**config.mk**
```make
export PLATFORM = sky130hd
export DESIGN_NAME = tmc_group_inserter
export DESIGN_NICKNAME = d
export VERILOG_FILES = /design/src/hw/tmc_pkg.sv /design/src/hw/tmc_group_inserter.sv
export VERILOG_INCLUDE_DIRS = /design/src /design/src/hw
export SDC_FILE = /design/constraint.sdc
export NUM_CORES = 1
export LEC_CHECK = 0
export ABC_CLOCK_PERIOD_IN_PS = 8900
export BUFFER_PORTS_ARGS = -buffer_cell sky130_fd_sc_hd__buf_2
export CORE_MARGIN = 4
export CORE_UTILIZATION = 45
export DETAILED_ROUTE_END_ITERATION = 10
export HOLD_SLACK_MARGIN = 0.03
export PLACE_DENSITY_LB_ADDON = 0.12
export SKIP_LAST_GASP = 1
export SLEW_MARGIN = 20
export SYNTH_ARGS = -nofsm -noshare
export SYNTH_HDL_FRONTEND = slang
export SYNTH_SLANG_ARGS = --single-unit
```
**constraint.sdc**
```tcl
create_clock -name ref_clk_i -period 8.9 [get_ports ref_clk_i]
set_input_delay 0.89 -clock ref_clk_i [delete_from_list [all_inputs] [get_ports ref_clk_i]]
set_output_delay 0.89 -clock ref_clk_i [all_outputs]
set_load 0.1 [all_outputs]
```
**src/hw/tmc_params.svh**
```systemverilog
// Purpose: Constants for the traffic group inserter
// Assumes: 50 MHz system clock
// Notes: Record framing bytes, message element codes, limits and timing
`ifndef TMC_PARAMS_SVH
`define TMC_PARAMS_SVH
`define REC_START 8'hFE
`define REC_STOP 8'hFF
`define REC_ESC 8'hFD
`define MEC_FREE 8'h24
`define MEC_TRAFFIC 8'h30
`define MEC_ODA_CFG 8'h40
`define MEC_ODA_FREE 8'h42
`define TRAFFIC_GTYPE 5'h10
`define REC_MAX_LEN 9'h104
`define TRAFFIC_GAP 2'h3
`define GROUP_DEPTH 16
`define BYTE_DEPTH 8
`define SITE_MSB 15
`define SITE_LSB 6
`define ENC_MSB 5
`define PORT_TIMEOUT_S 120
`define CLK_HZ 50000000
`define TIMEOUT_CYCLES (64'd`PORT_TIMEOUT_S * 64'd`CLK_HZ)
`endif

```
**src/hw/tmc_pkg.sv**
```systemverilog
// Purpose: Types for the traffic group inserter
// Assumes: Nothing beyond the params header
// Notes: A group holds blocks 2 to 4 less the fields the encoder fills in
package tmc_pkg;
  typedef struct packed {
    logic is_tmc;
    logic [1:0] rep;
    logic [4:0] gtype;
    logic [4:0] b2;
    logic [15:0] b3;
    logic [15:0] b4;
  } group_t;
  typedef struct packed {
    logic [9:0] site_a;
    logic [9:0] site_b;
    logic [5:0] enc_a;
    logic [5:0] enc_b;
  } addr_cfg_t;
  typedef enum logic {PS_IDLE, PS_BODY} parse_t;
endpackage : tmc_pkg
```
**src/hw/tmc_group_inserter.sv**
```systemverilog
// Purpose: Record parser, shared group queue and output slot scheduler
// Assumes: Serial bytes arrive already deframed on the system clock
// Notes: Checksum and sequence counter are not checked here
`timescale 1ns/100ps
`default_nettype none
`include "tmc_params.svh"

// ==========================================================
// Generic queue with valid/ready on both sides
module sync_fifo #(
  parameter int WIDTH = 8,
  parameter int DEPTH = 8
) (
  input wire logic ref_clk_i,
  input wire logic rst_i,
  input wire logic [WIDTH-1:0] in_data_i,
  input wire logic in_valid_i,
  output logic in_ready_o,
  output logic [WIDTH-1:0] out_data_o,
  output logic out_valid_o,
  input wire logic out_ready_i,
  output logic [$clog2(DEPTH):0] count_o
);
  localparam int AW = $clog2(DEPTH);
  logic [WIDTH-1:0] mem [DEPTH];
  logic [AW-1:0] wr_ptr;
  logic [AW-1:0] rd_ptr;
  logic wr;
  logic rd;
  assign in_ready_o = (count_o != (AW+1)'(DEPTH));
  assign out_valid_o = (count_o != '0);
  assign out_data_o = mem[rd_ptr];
  assign wr = in_valid_i && in_ready_o;
  assign rd = out_valid_o && out_ready_i;
  // Storage has no reset; contents are qualified by count
  always_ff @(posedge ref_clk_i) begin
    if (wr) begin
      mem[wr_ptr] <= in_data_i;
    end
  end
  // Pointers and fill level
  always_ff @(posedge ref_clk_i or posedge rst_i) begin
    if (rst_i) begin
      wr_ptr <= '0;
      rd_ptr <= '0;
      count_o <= '0;
    end else begin
      if (wr) wr_ptr <= wr_ptr + 1'b1;
      if (rd) rd_ptr <= rd_ptr + 1'b1;
      count_o <= count_o + (AW+1)'(wr) - (AW+1)'(rd);
    end
  end
endmodule : sync_fifo

// ==========================================================
// Notes on behaviour
// - Apply a record only when site and encoder addresses are both accepted.
// - Keep at least three other groups between any two traffic groups.
// - Groups from codes 24, 30, 40, 42 go into the shared queue.
// - Keep the queue transparent; traffic groups still wait for the three-slot gap.
// - Queue is first-in first-out, sixteen groups, repeats in one entry.
// - Address is 10-bit site high, 6-bit encoder low; zero is global.
// - Transparent queue output goes first, yielding to time groups and to the traffic gap.
// - Start byte hides bytes from ASCII until stop, length or timeout.
module tmc_group_inserter #(
  parameter longint TIMEOUT_CYC = `TIMEOUT_CYCLES
) (
  input wire logic ref_clk_i,
  input wire logic rst_i,
  input wire logic [7:0] rx_byte_i,
  input wire logic rx_valid_i,
  output logic rx_ready_o,
  input wire logic uecp_enable_i,
  input wire tmc_pkg::addr_cfg_t addr_cfg_i,
  input wire logic batch_mode_i,
  input wire logic batch_slot_i,
  input wire logic time_due_i,
  input wire logic slot_req_i,
  output logic ins_valid_o,
  output tmc_pkg::group_t ins_grp_o,
  output logic [7:0] ascii_byte_o,
  output logic ascii_valid_o
);
  logic [7:0] b_data;
  logic b_valid;
  logic b_take;
  logic [3:0] b_count;
  tmc_pkg::parse_t st;
  tmc_pkg::group_t new_grp;
  tmc_pkg::group_t head;
  logic push;
  logic g_ready;
  logic head_valid;
  logic pop;
  logic [4:0] g_count;
  logic esc;
  logic [7:0] val;
  logic [8:0] idx;
  logic [15:0] addr;
  logic [7:0] mfl;
  logic [7:0] message_element_code;
  logic [7:0] b1;
  logic [39:0] tail;
  logic [32:0] idle_cnt;
  logic frame_ok;
  logic mec_ok;
  logic [1:0] gap;
  logic [1:0] rep_done;
  logic eligible;
  // Byte queue in front of the parser; it is read every cycle, so rx_ready_o never drops
  sync_fifo #(.WIDTH(8), .DEPTH(`BYTE_DEPTH)) u_byte_q (
    .ref_clk_i(ref_clk_i), .rst_i(rst_i),
    .in_data_i(rx_byte_i), .in_valid_i(rx_valid_i), .in_ready_o(rx_ready_o),
    .out_data_o(b_data), .out_valid_o(b_valid), .out_ready_i(b_take),
    .count_o(b_count)
  );
  // Stop byte is taken as its group is pushed; a stall would push it again
  assign b_take = b_valid;
  function automatic logic addr_ok(input logic [15:0] a, input tmc_pkg::addr_cfg_t c);
    logic [9:0] s;
    logic [5:0] e;
    s = a[`SITE_MSB:`SITE_LSB];
    e = a[`ENC_MSB:0];
    return (s == 10'h000 || s == c.site_a || s == c.site_b) &&
           (e == 6'h00 || e == c.enc_a || e == c.enc_b);
  endfunction : addr_ok
  // Unstuff escaped bytes; escape values 0..2 map to FD..FF
  assign val = esc ? (`REC_ESC + b_data) : b_data;
  assign mec_ok = (message_element_code == `MEC_FREE) || (message_element_code == `MEC_TRAFFIC) ||
                  (message_element_code == `MEC_ODA_CFG) || (message_element_code == `MEC_ODA_FREE);
  // Exact length: address, counter, length, message field, checksum
  assign frame_ok = st == tmc_pkg::PS_BODY && b_valid && !esc && b_data == `REC_STOP &&
                    mfl >= 8'h06 && idx == 9'(mfl) + 9'h006;
  // Build the queue entry from the element code, first data byte and last five message bytes
  always_comb begin
    new_grp.is_tmc = (message_element_code == `MEC_TRAFFIC);
    new_grp.gtype = (message_element_code == `MEC_TRAFFIC) ? `TRAFFIC_GTYPE : b1[4:0];
    new_grp.rep = (message_element_code == `MEC_TRAFFIC) ? b1[1:0] :
                  (message_element_code == `MEC_FREE) ? {1'b0, b1[6]} : 2'h0;
    new_grp.b2 = tail[36:32];
    new_grp.b3 = tail[31:16];
    new_grp.b4 = tail[15:0];
  end
  // nothing is applied while reception is off
  assign push = frame_ok && mec_ok && addr_ok(addr, addr_cfg_i) && uecp_enable_i;
  // record framing, length limit and port timeout
  always_ff @(posedge ref_clk_i or posedge rst_i) begin
    if (rst_i) begin
      st <= tmc_pkg::PS_IDLE;
      esc <= 1'b0;
      idx <= '0;
      idle_cnt <= '0;
    end else if (st == tmc_pkg::PS_IDLE) begin
      esc <= 1'b0;
      idx <= '0;
      idle_cnt <= '0;
      if (b_take && uecp_enable_i && b_data == `REC_START) st <= tmc_pkg::PS_BODY;
    end else if (b_take) begin
      idle_cnt <= '0;
      if (b_data == `REC_START) begin
        idx <= '0;
        esc <= 1'b0;
      end else if (b_data == `REC_STOP || idx == `REC_MAX_LEN - 9'h001) begin
        st <= tmc_pkg::PS_IDLE;
      end else if (b_data == `REC_ESC && !esc) begin
        esc <= 1'b1;
      end else begin
        esc <= 1'b0;
        idx <= idx + 9'h001;
      end
    end else if (!push) begin
      // Quiet port ends the record so ASCII is not locked out for good
      if (idle_cnt == 33'(TIMEOUT_CYC - 1)) st <= tmc_pkg::PS_IDLE;
      idle_cnt <= idle_cnt + 33'h1;
    end
  end

  // Record field capture
  always_ff @(posedge ref_clk_i or posedge rst_i) begin
    if (rst_i) begin
      addr <= '0;
      mfl <= '0;
      message_element_code <= '0;
      b1 <= '0;
      tail <= '0;
    end else if (st == tmc_pkg::PS_BODY && b_take && !(b_data == `REC_ESC && !esc)) begin
      case (idx)
        9'h000: addr[15:8] <= val;
        9'h001: addr[7:0] <= val;
        9'h003: mfl <= val;
        9'h004: message_element_code <= val;
        9'h005: b1 <= val;
        default: ;
      endcase
      if (idx >= 9'h005 && idx < 9'(mfl) + 9'h004) tail <= {tail[31:0], val};
    end
  end

  // Bytes outside records reach the ASCII interpreter
  always_ff @(posedge ref_clk_i or posedge rst_i) begin
    if (rst_i) begin
      ascii_valid_o <= 1'b0;
      ascii_byte_o <= '0;
    end else begin
      ascii_valid_o <= b_take && st == tmc_pkg::PS_IDLE &&
                       !(uecp_enable_i && b_data == `REC_START);
      ascii_byte_o <= b_data;
    end
  end

  sync_fifo #(.WIDTH($bits(tmc_pkg::group_t)), .DEPTH(`GROUP_DEPTH)) u_group_q (
    .ref_clk_i(ref_clk_i), .rst_i(rst_i),
    .in_data_i(new_grp), .in_valid_i(push), .in_ready_o(g_ready),
    .out_data_o(head), .out_valid_o(head_valid), .out_ready_i(pop),
    .count_o(g_count)
  );

  // time groups first, then queue at once or at batch slot
  assign eligible = slot_req_i && !time_due_i && head_valid &&
                    (!batch_mode_i || batch_slot_i) && (!head.is_tmc || gap == `TRAFFIC_GAP);
  // Repeats keep the entry until its last send
  assign pop = eligible && rep_done == head.rep;

  // Slot answer and repeat bookkeeping
  always_ff @(posedge ref_clk_i or posedge rst_i) begin
    if (rst_i) begin
      ins_valid_o <= 1'b0;
      ins_grp_o <= '0;
      rep_done <= '0;
    end else begin
      ins_valid_o <= eligible;
      if (eligible) ins_grp_o <= head;
      if (pop) rep_done <= '0;
      else if (eligible) rep_done <= rep_done + 2'h1;
    end
  end

  // count slots requested since last traffic group, up to three
  always_ff @(posedge ref_clk_i or posedge rst_i) begin
    if (rst_i) begin
      gap <= `TRAFFIC_GAP;
    end else if (eligible && head.is_tmc) begin
      gap <= 2'h0;
    end else if (slot_req_i && gap != `TRAFFIC_GAP) begin
      gap <= gap + 2'h1;
    end
  end

  // ==========================================================
  // Checks
  logic [2:0] since_tmc;
  // Slots since the last traffic group; the slot in its pulse cycle counts
  always_ff @(posedge ref_clk_i or posedge rst_i) begin
    if (rst_i) since_tmc <= 3'h3;
    else if (ins_valid_o && ins_grp_o.is_tmc) since_tmc <= {2'h0, slot_req_i};
    else if (slot_req_i && since_tmc != 3'h7) since_tmc <= since_tmc + 3'h1;
  end

  addr_match_a: assert property (@(posedge ref_clk_i) disable iff (rst_i)
    u_group_q.wr |-> addr_ok(addr, addr_cfg_i) && uecp_enable_i)
    else $error("group queued from unaccepted address");
  tmc_gap_a: assert property (@(posedge ref_clk_i) disable iff (rst_i)
    ins_valid_o && ins_grp_o.is_tmc |-> $past(since_tmc) >= 3'h3)
    else $error("traffic groups closer than three groups");
  mec_route_a: assert property (@(posedge ref_clk_i) disable iff (rst_i)
    frame_ok && mec_ok && addr_ok(addr, addr_cfg_i) && uecp_enable_i && g_ready
    |=> g_count == $past(g_count) + 5'h01 - 5'($past(pop)))
    else $error("queued element code did not enter queue");
  queue_fast_a: assert property (@(posedge ref_clk_i) disable iff (rst_i)
    slot_req_i && !batch_mode_i && !time_due_i && head_valid && !head.is_tmc
    |=> ins_valid_o && ins_grp_o == $past(head))
    else $error("transparent queue head not sent");
  fifo_depth_a: assert property (@(posedge ref_clk_i) disable iff (rst_i)
    g_count <= 5'h10)
    else $error("group queue over sixteen");
  global_addr_a: assert property (@(posedge ref_clk_i) disable iff (rst_i)
    frame_ok && mec_ok && addr == 16'h0000 && uecp_enable_i && g_ready |-> u_group_q.wr)
    else $error("global address refused");
  time_first_a: assert property (@(posedge ref_clk_i) disable iff (rst_i)
    slot_req_i && time_due_i |=> !ins_valid_o)
    else $error("queue group displaced a time group");
  ascii_hold_a: assert property (@(posedge ref_clk_i) disable iff (rst_i)
    ascii_valid_o |-> $past(st) == tmc_pkg::PS_IDLE &&
    ($past(b_data) != `REC_START || !$past(uecp_enable_i)))
    else $error("record byte leaked to ASCII");
  full_drop_a: assert property (@(posedge ref_clk_i) disable iff (rst_i)
    push && !g_ready && !pop |=> g_count == 5'h10 && $stable(head))
    else $error("full queue changed on push");
endmodule : tmc_group_inserter
`default_nettype wire

```
---- Yosys cells after proc, flatten, opt, wreduce, memory -nomap -nowiden ----
Memory sizes are Yosys's and may differ from the RTL's.
Cells that the tools add are included.
storage, ports and cells
  flip-flop bits (word level) ............. 202
  memory bits (writable) .................. 784
  input bits .............................. 48
  memories kept ........................... 2
memory list
  name           depth  bits a word  rd ports  clocked after memory_dff  write ports  line                      text
  u_group_q.mem  16     45           1         0                         1            tmc_group_inserter.sv:25  logic [WIDTH-1:0] mem [DEPTH];
  u_byte_q.mem   8      8            1         0                         1            tmc_group_inserter.sv:25
cells by class
  add/subtract/negate cells ............... 15
  order comparisons ....................... 3
  equal/unequal tests ..................... 27
  multiplexer cells ....................... 32
  bitwise gates (word level) .............. 1
  reductions and logical operators ........ 58
operators with widths
  operator                 count
  $mux W33                 3
  $mux W9                  5
  $add A33 B1 Y33 const B  1
  $eq A33 B33 Y1 const B   1
  $logic_and A1 B1 Y1      27
  $eq A8 B8 Y1 const B     3
  $eq A10 B10 Y1           2
  $add A8 B3 Y9 const B    2
  $eq A9 B3 Y1 const B     2
  $mux W1                  17
  $eq A8 B6 Y1 const B     2
  $eq A8 B7 Y1 const B     2
  $reduce_and A2 Y1        7
  $eq A6 B6 Y1             2
  $logic_not A10 Y1        1
  $logic_or A1 B1 Y1       10
  $mux W2                  5
  $add A9 B1 Y9 const B    1
  $eq A9 B1 Y1 const B     1
  $eq A9 B2 Y1 const B     1
  $eq A9 B9 Y1             1
  $eq A9 B9 Y1 const B     1
  $ge A9 B3 Y1 const B     1
  $logic_not A9 Y1         1
  other kinds (26)         37

---- Logic depth before layout (Yosys ltp) ----
Gate-level depths: netlist of the first run.
  depth in word-level cells ............... 12
  mapped depth ............................ 19

---- Cells and area by module ----
Synthesis of the first run repeated with hierarchy kept, for this count alone.
second synthesis, totals
  cell total of the unflattened synthesis .. 2264
  area, all modules ....................... 39855.7 sq um
by module, submodules not included
  module                 instances  cells an instance  area each (sq um)  sequential area each (sq um)
  sync_fifo (u_group_q)  1          1381               28197.0            21946.0
  tmc_group_inserter     1          734                8598.2             4456.8
  sync_fifo (u_byte_q)   1          149                3060.4             2172.1

---- Worst setup path before layout of the first run ----
Ideal clock, no wire load.
  path type ............................... reg2reg
  from .................................... register u_byte_q.rd_ptr[1]
  to ...................................... memory u_group_q.mem[1][0] (netlist bit), enable pin
  setup time .............................. 0.575 ns
  data arrival time ....................... 7.294 ns
  slack ................................... 1.031 ns
  cell stages (with the launch flop) ...... 14
  buffers on the path ..................... 3
  cells stage by stage .................... dfrtp_1 > buf_2 > buf_1 > mux4_1 > mux2i_1 > inv_1 > ha_1 > nand4_1 > nor4_1 > o2111ai_1 > nor4b_1 > buf_2 > nand2_2 > nor4b_1
on the way
  word-level cells in the longest chain between the ends .. 11
RTL lines
  element                           line                       text
  start: declaration                tmc_group_inserter.sv:27   logic [AW-1:0] rd_ptr;
  start signal: assignment          tmc_group_inserter.sv:49   if (rd) rd_ptr <= rd_ptr + 1'b1;
  $mem_v2 Z8 W8                     -
  net b_data[0]                     tmc_group_inserter.sv:84   logic [7:0] b_data;
  $eq A8 B8 Y1 (no line)            -
  $logic_and A1 B1 Y1 (no line)     -
  $logic_and A1 B1 Y1 (2 in a row)  tmc_group_inserter.sv:132  assign frame_ok = st == tmc_pkg::PS_BODY && b_valid && !esc && b_data == `REC_STOP &&
  $logic_and A1 B1 Y1 (3 in a row)  tmc_group_inserter.sv:145  assign push = frame_ok && mec_ok && addr_ok(addr, addr_cfg_i) && uecp_enable_i;
  $logic_and A1 B1 Y1               tmc_group_inserter.sv:33   assign wr = in_valid_i && in_ready_o;
  $mux W1                           tmc_group_inserter.sv:37   if (wr) begin
  $mux W1 (implied by the code)     tmc_group_inserter.sv:38   mem[wr_ptr] <= in_data_i;
  end: declaration                  tmc_group_inserter.sv:25
The timed path passes the listed nets, and every way through them passes these cells.

---- Worst setup path after layout of the first run ----
  from .................................... register u_byte_q.rd_ptr[0]
  to ...................................... memory u_group_q.mem[4][13] (netlist bit), enable pin
Same word-level chain as after synthesis.

==> run metrics, run 1 <==
Post-CTS Setup Bufs 0; Hold WC Path Type primary input to async pin; Critical Path RT 9190 ps; setup ws final 3740 ps; mapped cell area 39,400 um2; register bit total from synthesis 985; CTS tree done; post-synth top area share 0.597; Post-DP Area 41,500 um2; Boundary Pins 104; register area 28,600 um2; Worst Setup Path Type flip-flop to flip-flop; Final Hold Fails 0; ys flop type edfxtp_1; # DRC 0; result of the run completed; critical path data arrival time 5450 ps; pwr/cell area 348 nW/um2; CORE AREA 86,900 um2; DP HPWL 49,600 um; worst-path maximum fanout 36; antenna violations before repair 3; first-pass GRT wire length 135,000 um; FP Rows 108; DRC marker count from the first detailed-route iteration 1,528; fraction of registers with async set/reset 0.204; Netlist cell types 66; cts hold-fix bufs 0; top cells by area, synth edfxtp_1 60%, mux4_2 13%, dfrtp_1 13%, mux2_2 3.4%, ha_1 1.3%; Post-Layout Cell Count 3,415; Port Buf Inserts 103; worst slew pin tran 1060 ps; Fin Setup TNS 0 ps; largest net degree at the start of global routing 111; sequential area share after synthesis 0.725; min cycle time layout 5160 ps; Via-to-Cell Ratio 5.70; max layer used met5; die height 304 um; Die Wd 304 um; routed wire length on met3 3280 um; Starting Density 0.454; later-pin clock latency in the skew report 670 ps; CTS resizes 0; Syn Inst Count 2,006; Synth area leader edfxtp_1; Routed WL per cell 26.0 um; DP Cell Count 3,218; Final Cell Area 44,900 um2; clk root buf clkbuf_16; pre-CTS setup slack 3600 ps; max-slew violation total from the final report 0; layout cells sized above 1 0.298; DRT Wirelength 88,600 um; total track usage 0.193; skew final 29.1 ps; vias in the first global route 20,800; endpoint class of the critical path flip-flop; maxcap violations 0; CTS clk-pin slew, worst paths 60 ps; DR pass1 iterations 7; Synth Warn # 0; syn nets 2,096; static leakage 15.4 nW; global route overflow 0; nets 2,259; Total Power 15.6 mW; Max IR drop VDD 0.308 mV; CTS sink cnt 985; # setup viols final 0; RSZ-0062 raised after global routing false; max_slew headroom 0.287; area grow syn2layout 13.9%; Final Wtd Congestion 0.793; Final period util 0.580; number of CTS-inserted buffers 104; clk buf depth 3; wire length on met2 45,000 um; die area 92,400 um2; Avg Synthesized Cell Area 19.7 um2; htree depth 3; CP startpoint kind flip-flop; vias 19,500; area occupied by multi-input gates 10,400 um2; fmax 194 MHz; Post-synth EDFFs 784; M1 WL 38,400 um; antenna viol nets, final 0; FILL cells 6,943
## synthesized netlist by cell type, types with 3 or more instances
| cell | n |
|---|---|
| a21oi_1 | 33 |
| o21ai_0 | 30 |
| o211ai_1 | 6 |
| nor4b_1 | 9 |
| nand2_1 | 53 |
| nor3_1 | 18 |
| o31ai_1 | 5 |
| xor2_1 | 47 |
| and3_1 | 18 |
| and2_1 | 9 |
| ha_1 | 40 |
| mux2i_1 | 20 |
| or4_1 | 9 |
| buf_2 | 14 |
| nand3_1 | 37 |
| a21o_1 | 4 |
| nor2b_1 | 11 |
| xnor2_1 | 37 |
| dfrtp_1 | 199 |
| mux2_2 | 119 |
| inv_1 | 44 |
| buf_1 | 18 |
| clkbuf_1 | 49 |
| or3_1 | 11 |
| nand2b_1 | 7 |
| nor2_1 | 47 |
| nor4_1 | 15 |
| mux4_1 | 9 |
| a31oi_1 | 7 |
| a221oi_1 | 6 |
| mux4_2 | 223 |
| a22oi_1 | 4 |
| and4_1 | 3 |
| nand4_1 | 19 |
| edfxtp_1 | 784 |
## routing by layer
layer,track usage,vias up
met2,0.332,446
met1,0.263,10500
met3,0.0283,125
li1,-,8444
met4,0.0448,2
met5,0,-
## critical path, cell delays in order, from the launching register on
cell	delay (ps)
dfrtp_1	910
mux4_1	400
mux2i_1	150
inv_1	170
ha_1	300
nand4_1	120
nor4_1	230
o2111ai_1	170
nor4b_2	230
buf_4	250
nand2_2	360
nor3_2	780
buf_4	690
## kinds of logic (layout without fill, tap and decap cells)
| group | Yosys count | after routing | share of synthesized area |
|---|---|---|---|
| fa+ha+maj | 42 | 42 | 0.0137 |
| mux | 373 | 373 | 0.173 |
| xor+xnor | 84 | 84 | 0.0187 |
| other cells | 0 | 1 | 0 |
| buf+inv | 132 | 385 | 0.0137 |
| simple gates | 275 | 275 | 0.0372 |
| compound gates | 115 | 115 | 0.0189 |
| flops | 985 | 985 | 0.725 |
## placed cells by master, fill, tap and decap left out, types with 5 or more instances in the layout
cell type  count
a21oi_1       33
a221oi_1       6
mux2i_1       20
clkbuf_8      10
o31ai_1        5
ha_1          40
and3_1        16
or4_1          9
a31oi_1        7
nor4b_1        5
mux2_2       119
nor2_1        43
or3_1         11
o21ai_0       30
nor2b_1       11
edfxtp_1     784
clkbuf_16    104
buf_4         37
o211ai_1       6
nand2_1       52
nor3_2         9
xnor2_1       36
nand3_1       37
mux4_2       223
clkinv_2      19
nor3_1        10
xor2_1        47
nand4_1       19
nand2b_1       7
inv_1         43
nor4_1        14
bufinv_16     11
dfrtp_1      196
mux4_1         9
clkbuf_1      31
clkinv_1      15
buf_2        103
and2_1         9
## sequential cells by signal (all words and copies together), names as in the netlist, 3 cells and up
register / cells
tail: 37
idx: 9
u_group_q.count_o: 5
u_group_q.rd_ptr: 4
ascii_byte_o: 8
u_byte_q.mem: 64
u_group_q.wr_ptr: 4
message_element_code: 8
u_byte_q.wr_ptr: 3
ins_grp_o: 45
u_byte_q.rd_ptr: 3
idle_cnt: 33
u_group_q.mem: 720
u_byte_q.count_o: 4
mfl: 8
addr: 16
b1: 6
## through the flow
stage	utilization	hold WS (ps)
floorplan	-	467
global placement	0.477	480
detailed placement	0.477	485
CTS	0.517	403
global route	0.517	419
finish	0.517	347
## power by group
part | switching, mW | leakage [nW] | total, mW | internal, mW
Sequential | 0.856 | 9.54 | 6.75 | 5.89
Combinational | 2.68 | 4.16 | 4.57 | 1.89
Clock | 1.75 | 1.68 | 4.32 | 2.56
## area by class of cell
| cell class | instances | share of cell area |
|---|---|---|
| sequential | 985 | 0.636 |
| multi-input combinational | 889 | 0.232 |
| clock buffer | 145 | 0.0636 |
| tap | 1155 | 0.0322 |
| timing repair buffer | 142 | 0.0184 |
| clock inverter | 51 | 0.0130 |
| inverter | 47 | 0.00412 |
| antenna | 1 | 0.0000557 |
## worst paths after layout
| path | start | to | slack (ps) | cells after the start |
|---|---|---|---|---|
| max in group asynchronous | rst_i | u_group_q.rd_ptr[2] | 7120 | 3 |
| min in group ref_clk_i | b1[4] | b1[4] | 500 | 1 |
| max reg2reg | u_byte_q.rd_ptr[0] | u_group_q.mem[4][13] | 3740 | 12 |
| min reg2reg | b1[4] | b1[4] | 500 | 1 |
| min | rst_i | idle_cnt[32] | 350 | 2 |
| max | u_byte_q.rd_ptr[0] | u_group_q.mem[4][13] | 3740 | 12 |
Note: power is estimated with default switching activity, not from simulation.
==> inputs of run 2 (changes only) <==
ABC_CLOCK_PERIOD_IN_PS = 4400   (was 8900)
clock period = 4.4 ns   (was 8.9 ns; I/O delays follow)
==> run metrics, run 2 (synthesis results as in run 1) <==
area occupied by multi-input gates 10,500 um2; largest net degree at the start of global routing 57; Setup crit end u_group_q.mem[11][33]; nets 2,286; r2r endpoint u_group_q.mem[11][33]; htree depth 3; Fin Setup TNS 0 ps; CP startpoint kind flip-flop; global route overflow 0; total track usage 0.194; antenna violations before repair 0; pwr/cell area 694 nW/um2; worst-path maximum fanout 23; result of the run completed; first-pass GRT wire length 136,000 um; max_slew headroom 0.297; Post-DP Area 42,000 um2; Slowest cell on crit path dfrtp_1; clk root buf clkbuf_16; Post-Layout Cell Count 3,439; Final period util 0.900; endpoint class of the critical path flip-flop; commonest cells after routing, fill and taps aside 784 x edfxtp_1, 223 x mux4_2, 196 x dfrtp_1; FF-to-FF path depth 10; DP Cell Count 3,244; CTS resizes 0; register area 28,600 um2; largest reg by FF count u_group_q.mem; Cell Chain, Critical Path buf_4 -> mux4_1 -> nand4_1 -> mux2i_1 -> nand3_1 -> nor4b_2 -> nand2_2 -> buf_4 -> nor3_4 -> buf_4; CORE AREA 86,900 um2; commonest non-fill, non-tap cell in the layout edfxtp_1; DRT Wirelength 88,800 um; setup ws final 439 ps; Max IR drop VDD 0.799 mV; CTS sink cnt 985; CTS tree done; Critical Path RT 4700 ps; area grow syn2layout 15.2%; # setup viols final 0; Antenna diodes 0; final hold slack 71.5 ps; CTS clk-pin slew, worst paths 60 ps; Via-to-Cell Ratio 5.66; Worst Setup Path Type flip-flop to flip-flop; Finished Core Util 0.523; DR pass1 iterations 5; Cells on Worst Hold Path 1; die height 304 um; layout cells sized above 1 0.306; Die Wd 304 um; Largest register FFs 720; Final Cell Area 45,400 um2; Port Buf Inserts 103; vias in the first global route 20,900; reg-to-reg startpoint u_byte_q.rd_ptr[0]; Post-CTS Setup Bufs 0; # DRC 0; pre-CTS setup slack 442 ps; maxcap violations 0; min cycle time layout 3960 ps; cts hold-fix bufs 2; skew final 20.9 ps; FP Rows 108; reg-to-reg setup timing slack 440 ps; FILL cells 6,822; number of CTS-inserted buffers 101; antenna viol nets, final 0; Boundary Pins 104; clk buf depth 3; Final Wtd Congestion 0.836; die area 92,400 um2; critical path data arrival time 4260 ps; vias 19,500; max-slew violation total from the final report 0; Critical Path Most Common Cell buf_4; CP max stage delay 540 ps; CP startpoint u_byte_q.rd_ptr[0]; DP HPWL 53,000 um; DRC marker count from the first detailed-route iteration 1,581; Routed WL per cell 25.8 um; worst slew pin tran 1050 ps; Largest regs u_group_q.mem (720), u_byte_q.mem (64), ins_grp_o (45); Starting Density 0.454; static leakage 15.5 nW; Total Power 31.5 mW; Hold WC Path Type primary input to flip-flop; RSZ-0062 raised after global routing false; later-pin clock latency in the skew report 660 ps; Final Hold Fails 0; fmax 252 MHz
[run 2: changes by cell type in the layout (fill, tap and decap cells not counted), sizes merged]
cell	change
inv	-3
clkinvlp	+3
diode	-1
buf	+27
dlygate4sd3	+3
clkinv	+9
bufinv	-4
clkbuf	-10
[run 2: area by class of cell]
class / instances / share of cell area
Inverter: 47 / 0.00400
Sequential cell: 985 / 0.630
Timing Repair Buffer: 172 / 0.0305
Tap cell: 1155 / 0.0318
Clock buffer: 135 / 0.0614
Multi-Input combinational cell: 889 / 0.231
Clock inverter: 56 / 0.0117
[run 2: routing by layer]
metal	up-vias	part of all wire	routed length, um	global-route usage
met5	-	0	0	0
met2	445	0.51	45600	0.332
met3	105	0.040	3540	0.0276
met1	10400	0.43	38300	0.269
li1	8481	-	-	-
met4	0	0.015	1360	0.0387
[run 2: worst min path at each step]
| stage | startpoint | end | slack (ps) |
|---|---|---|---|
| 2_1_floorplan | idle_cnt[30] | idle_cnt[30] | 470 |
| 3_3_place_gp | b1[3] | b1[3] | 480 |
| 3_5_place_dp | ins_grp_o[33] | ins_grp_o[33] | 490 |
| 4_1_cts | rx_byte_i[3] | u_byte_q.mem[0][3] | 40 |
| 5_1_grt | rx_byte_i[5] | u_byte_q.mem[6][5] | 60 |
| 6_report | rx_byte_i[5] | u_byte_q.mem[7][5] | 70 |
[run 2: worst max-delay path: cells and delay by family, from the launching register on]
family        cells  cell delay (ps)
flops             1              540
mux               2              800
simple gates      5             1260
buf+inv           3              960
[run 2: report_power, final]
part / internal [mW] / total, mW / leakage, nW / switching, mW
Clock: 4.88 / 8.41 / 1.63 / 3.53
Sequential: 11.9 / 13.6 / 9.54 / 1.69
Combinational: 3.86 / 9.47 / 4.37 / 5.61
==> inputs of run 3 (changes only) <==
CORE_MARGIN = 3   (was 4)
GPL_TIMING_DRIVEN = 0   (was default)
==> run metrics, run 3 (synthesis results as in run 1) <==
CTS tree done; antenna violations before repair 2; Post-DP Area 42,700 um2; Final Cell Area 46,600 um2; Largest regs u_group_q.mem (720), u_byte_q.mem (64), ins_grp_o (45); FP Rows 107; total track usage 0.213; CP max stage delay 420 ps; Total Power 32.1 mW; min cycle time layout 4100 ps; Cell Chain, Critical Path buf_6 -> buf_8 -> mux4_1 -> mux2i_1 -> inv_2 -> ha_4 -> nand4_1 -> nor4_2 -> o2111ai_2 -> nor4b_4 -> buf_4 -> nand2_4 -> nor4b_4 -> buf_6 -> buf_6 -> buf_4; die area 91,200 um2; endpoint class of the critical path flip-flop; largest net degree at the start of global routing 32; CTS sink cnt 985; number of CTS-inserted buffers 101; Largest register FFs 720; global route overflow 0; Switching Power 11.2 mW; Clk network pwr share 0.268; Via-to-Cell Ratio 5.70; Worst Setup Path Type flip-flop to flip-flop; static leakage 16.1 nW; die height 302 um; DRT Wirelength 95,000 um; worst slew pin tran 1080 ps; later-pin clock latency in the skew report 670 ps; Top delay family on crit path buffers and inverters; maxcap violations 0; area grow syn2layout 18.2%; layout cells sized above 1 0.327; final hold slack 65.5 ps; Finished Core Util 0.541; DP HPWL 62,000 um; Final period util 0.932; Port Buf Inserts 103; DRC marker count from the first detailed-route iteration 1,713; clk root buf clkbuf_16; max-slew violation total from the final report 0; skew final 44.6 ps; antenna viol nets, final 0; largest reg by FF count u_group_q.mem; Starting Density 0.458; Sw Ratio 0.347; clk buf depth 3; htree depth 3; Pint 20.9 mW; commonest cells after routing, fill and taps aside 784 x edfxtp_1, 223 x mux4_2, 199 x dfrtp_1; DR pass1 iterations 5; max_slew headroom 0.275; Antenna diodes 0; Die Wd 302 um; Boundary Pins 104; CTS clk-pin slew, worst paths 60 ps; Fin Setup TNS 0 ps; # DRC 0; vias 20,300; fmax 244 MHz; Max IR drop VDD 0.607 mV; pwr/cell area 689 nW/um2; # setup viols final 0; Sequential Power Share 0.416; Routed WL per cell 26.7 um; RSZ-0062 raised after global routing false; commonest non-fill, non-tap cell in the layout edfxtp_1; Buf/Inv on CP 7; critical path data arrival time 4470 ps; CORE AREA 86,100 um2; Hold WC Path Type primary input to flip-flop; worst-path maximum fanout 10; Critical Path Most Common Cell buf_6; Slowest cell on crit path dfrtp_1; Final Hold Fails 0; Critical Path RT 4760 ps; result of the run completed; combinational share of power 0.316; Final Wtd Congestion 0.816; nets 2,419; vias in the first global route 21,300; CP startpoint kind flip-flop; first-pass GRT wire length 141,000 um
run 3: worst paths after layout:
path	start	end	slack (ps)	cells after the start
worst max-delay path	u_byte_q.rd_ptr[0]	u_group_q.mem[1][25]	300	16
worst min-delay path	rx_byte_i[7]	u_byte_q.mem[6][7]	70	1
worst max register to register	u_byte_q.rd_ptr[0]	u_group_q.mem[1][25]	300	16
worst min register to register	b1[3]	b1[3]	500	1
max in group asynchronous	rst_i	ins_grp_o[29]	2930	7
min in group asynchronous	rst_i	u_group_q.count_o[1]	340	3
run 3: per-layer routing:
layer	vias to the layer above	GRT usage	routed length (um)
li1	8768	-	-
met1	10800	0.281	39000
met2	543	0.367	48500
met3	151	0.0347	4790
met4	0	0.0651	2580
met5	-	0	0
run 3: metrics by stage:
step | worst slack (ps) | cells
finish | 298 | 3557
global placement | -5870 | 3253
detailed placement | -803 | 3330
floorplan | -1040 | 2006
global route | 61.4 | 3557
CTS | 7.54 | 3557
run 3: area by class of cell:
type,count,area (um2)
plain buffers,85,399
clock buffers,145,2860
clock inverters,42,531
fillers,6688,39500
inverters,47,180
multi-input cells,889,10600
flip-flops and latches,985,28600
well taps,1144,1430
repair buffers,220,2070
run 3: repair_timing:
action,CTS,global route
endpoints found under the setup margin,679,416
hold buffers,6,0
pin swaps,16,3
gates resized for setup,8,13
setup buffers,35,0
endpoints found under the hold margin,49,0
run 3: power by group through the flow:
stage          Sequential, mW  Clock [mW]  Combinational, mW
2_1_floorplan            14.8           0               5.77
3_3_place_gp             13.4           0               10.0
3_5_place_dp             13.5           0               10.2
4_1_cts                  13.4        8.81               10.3
5_1_grt                  13.5        9.18               10.9
6_report                 13.3        8.61               10.1
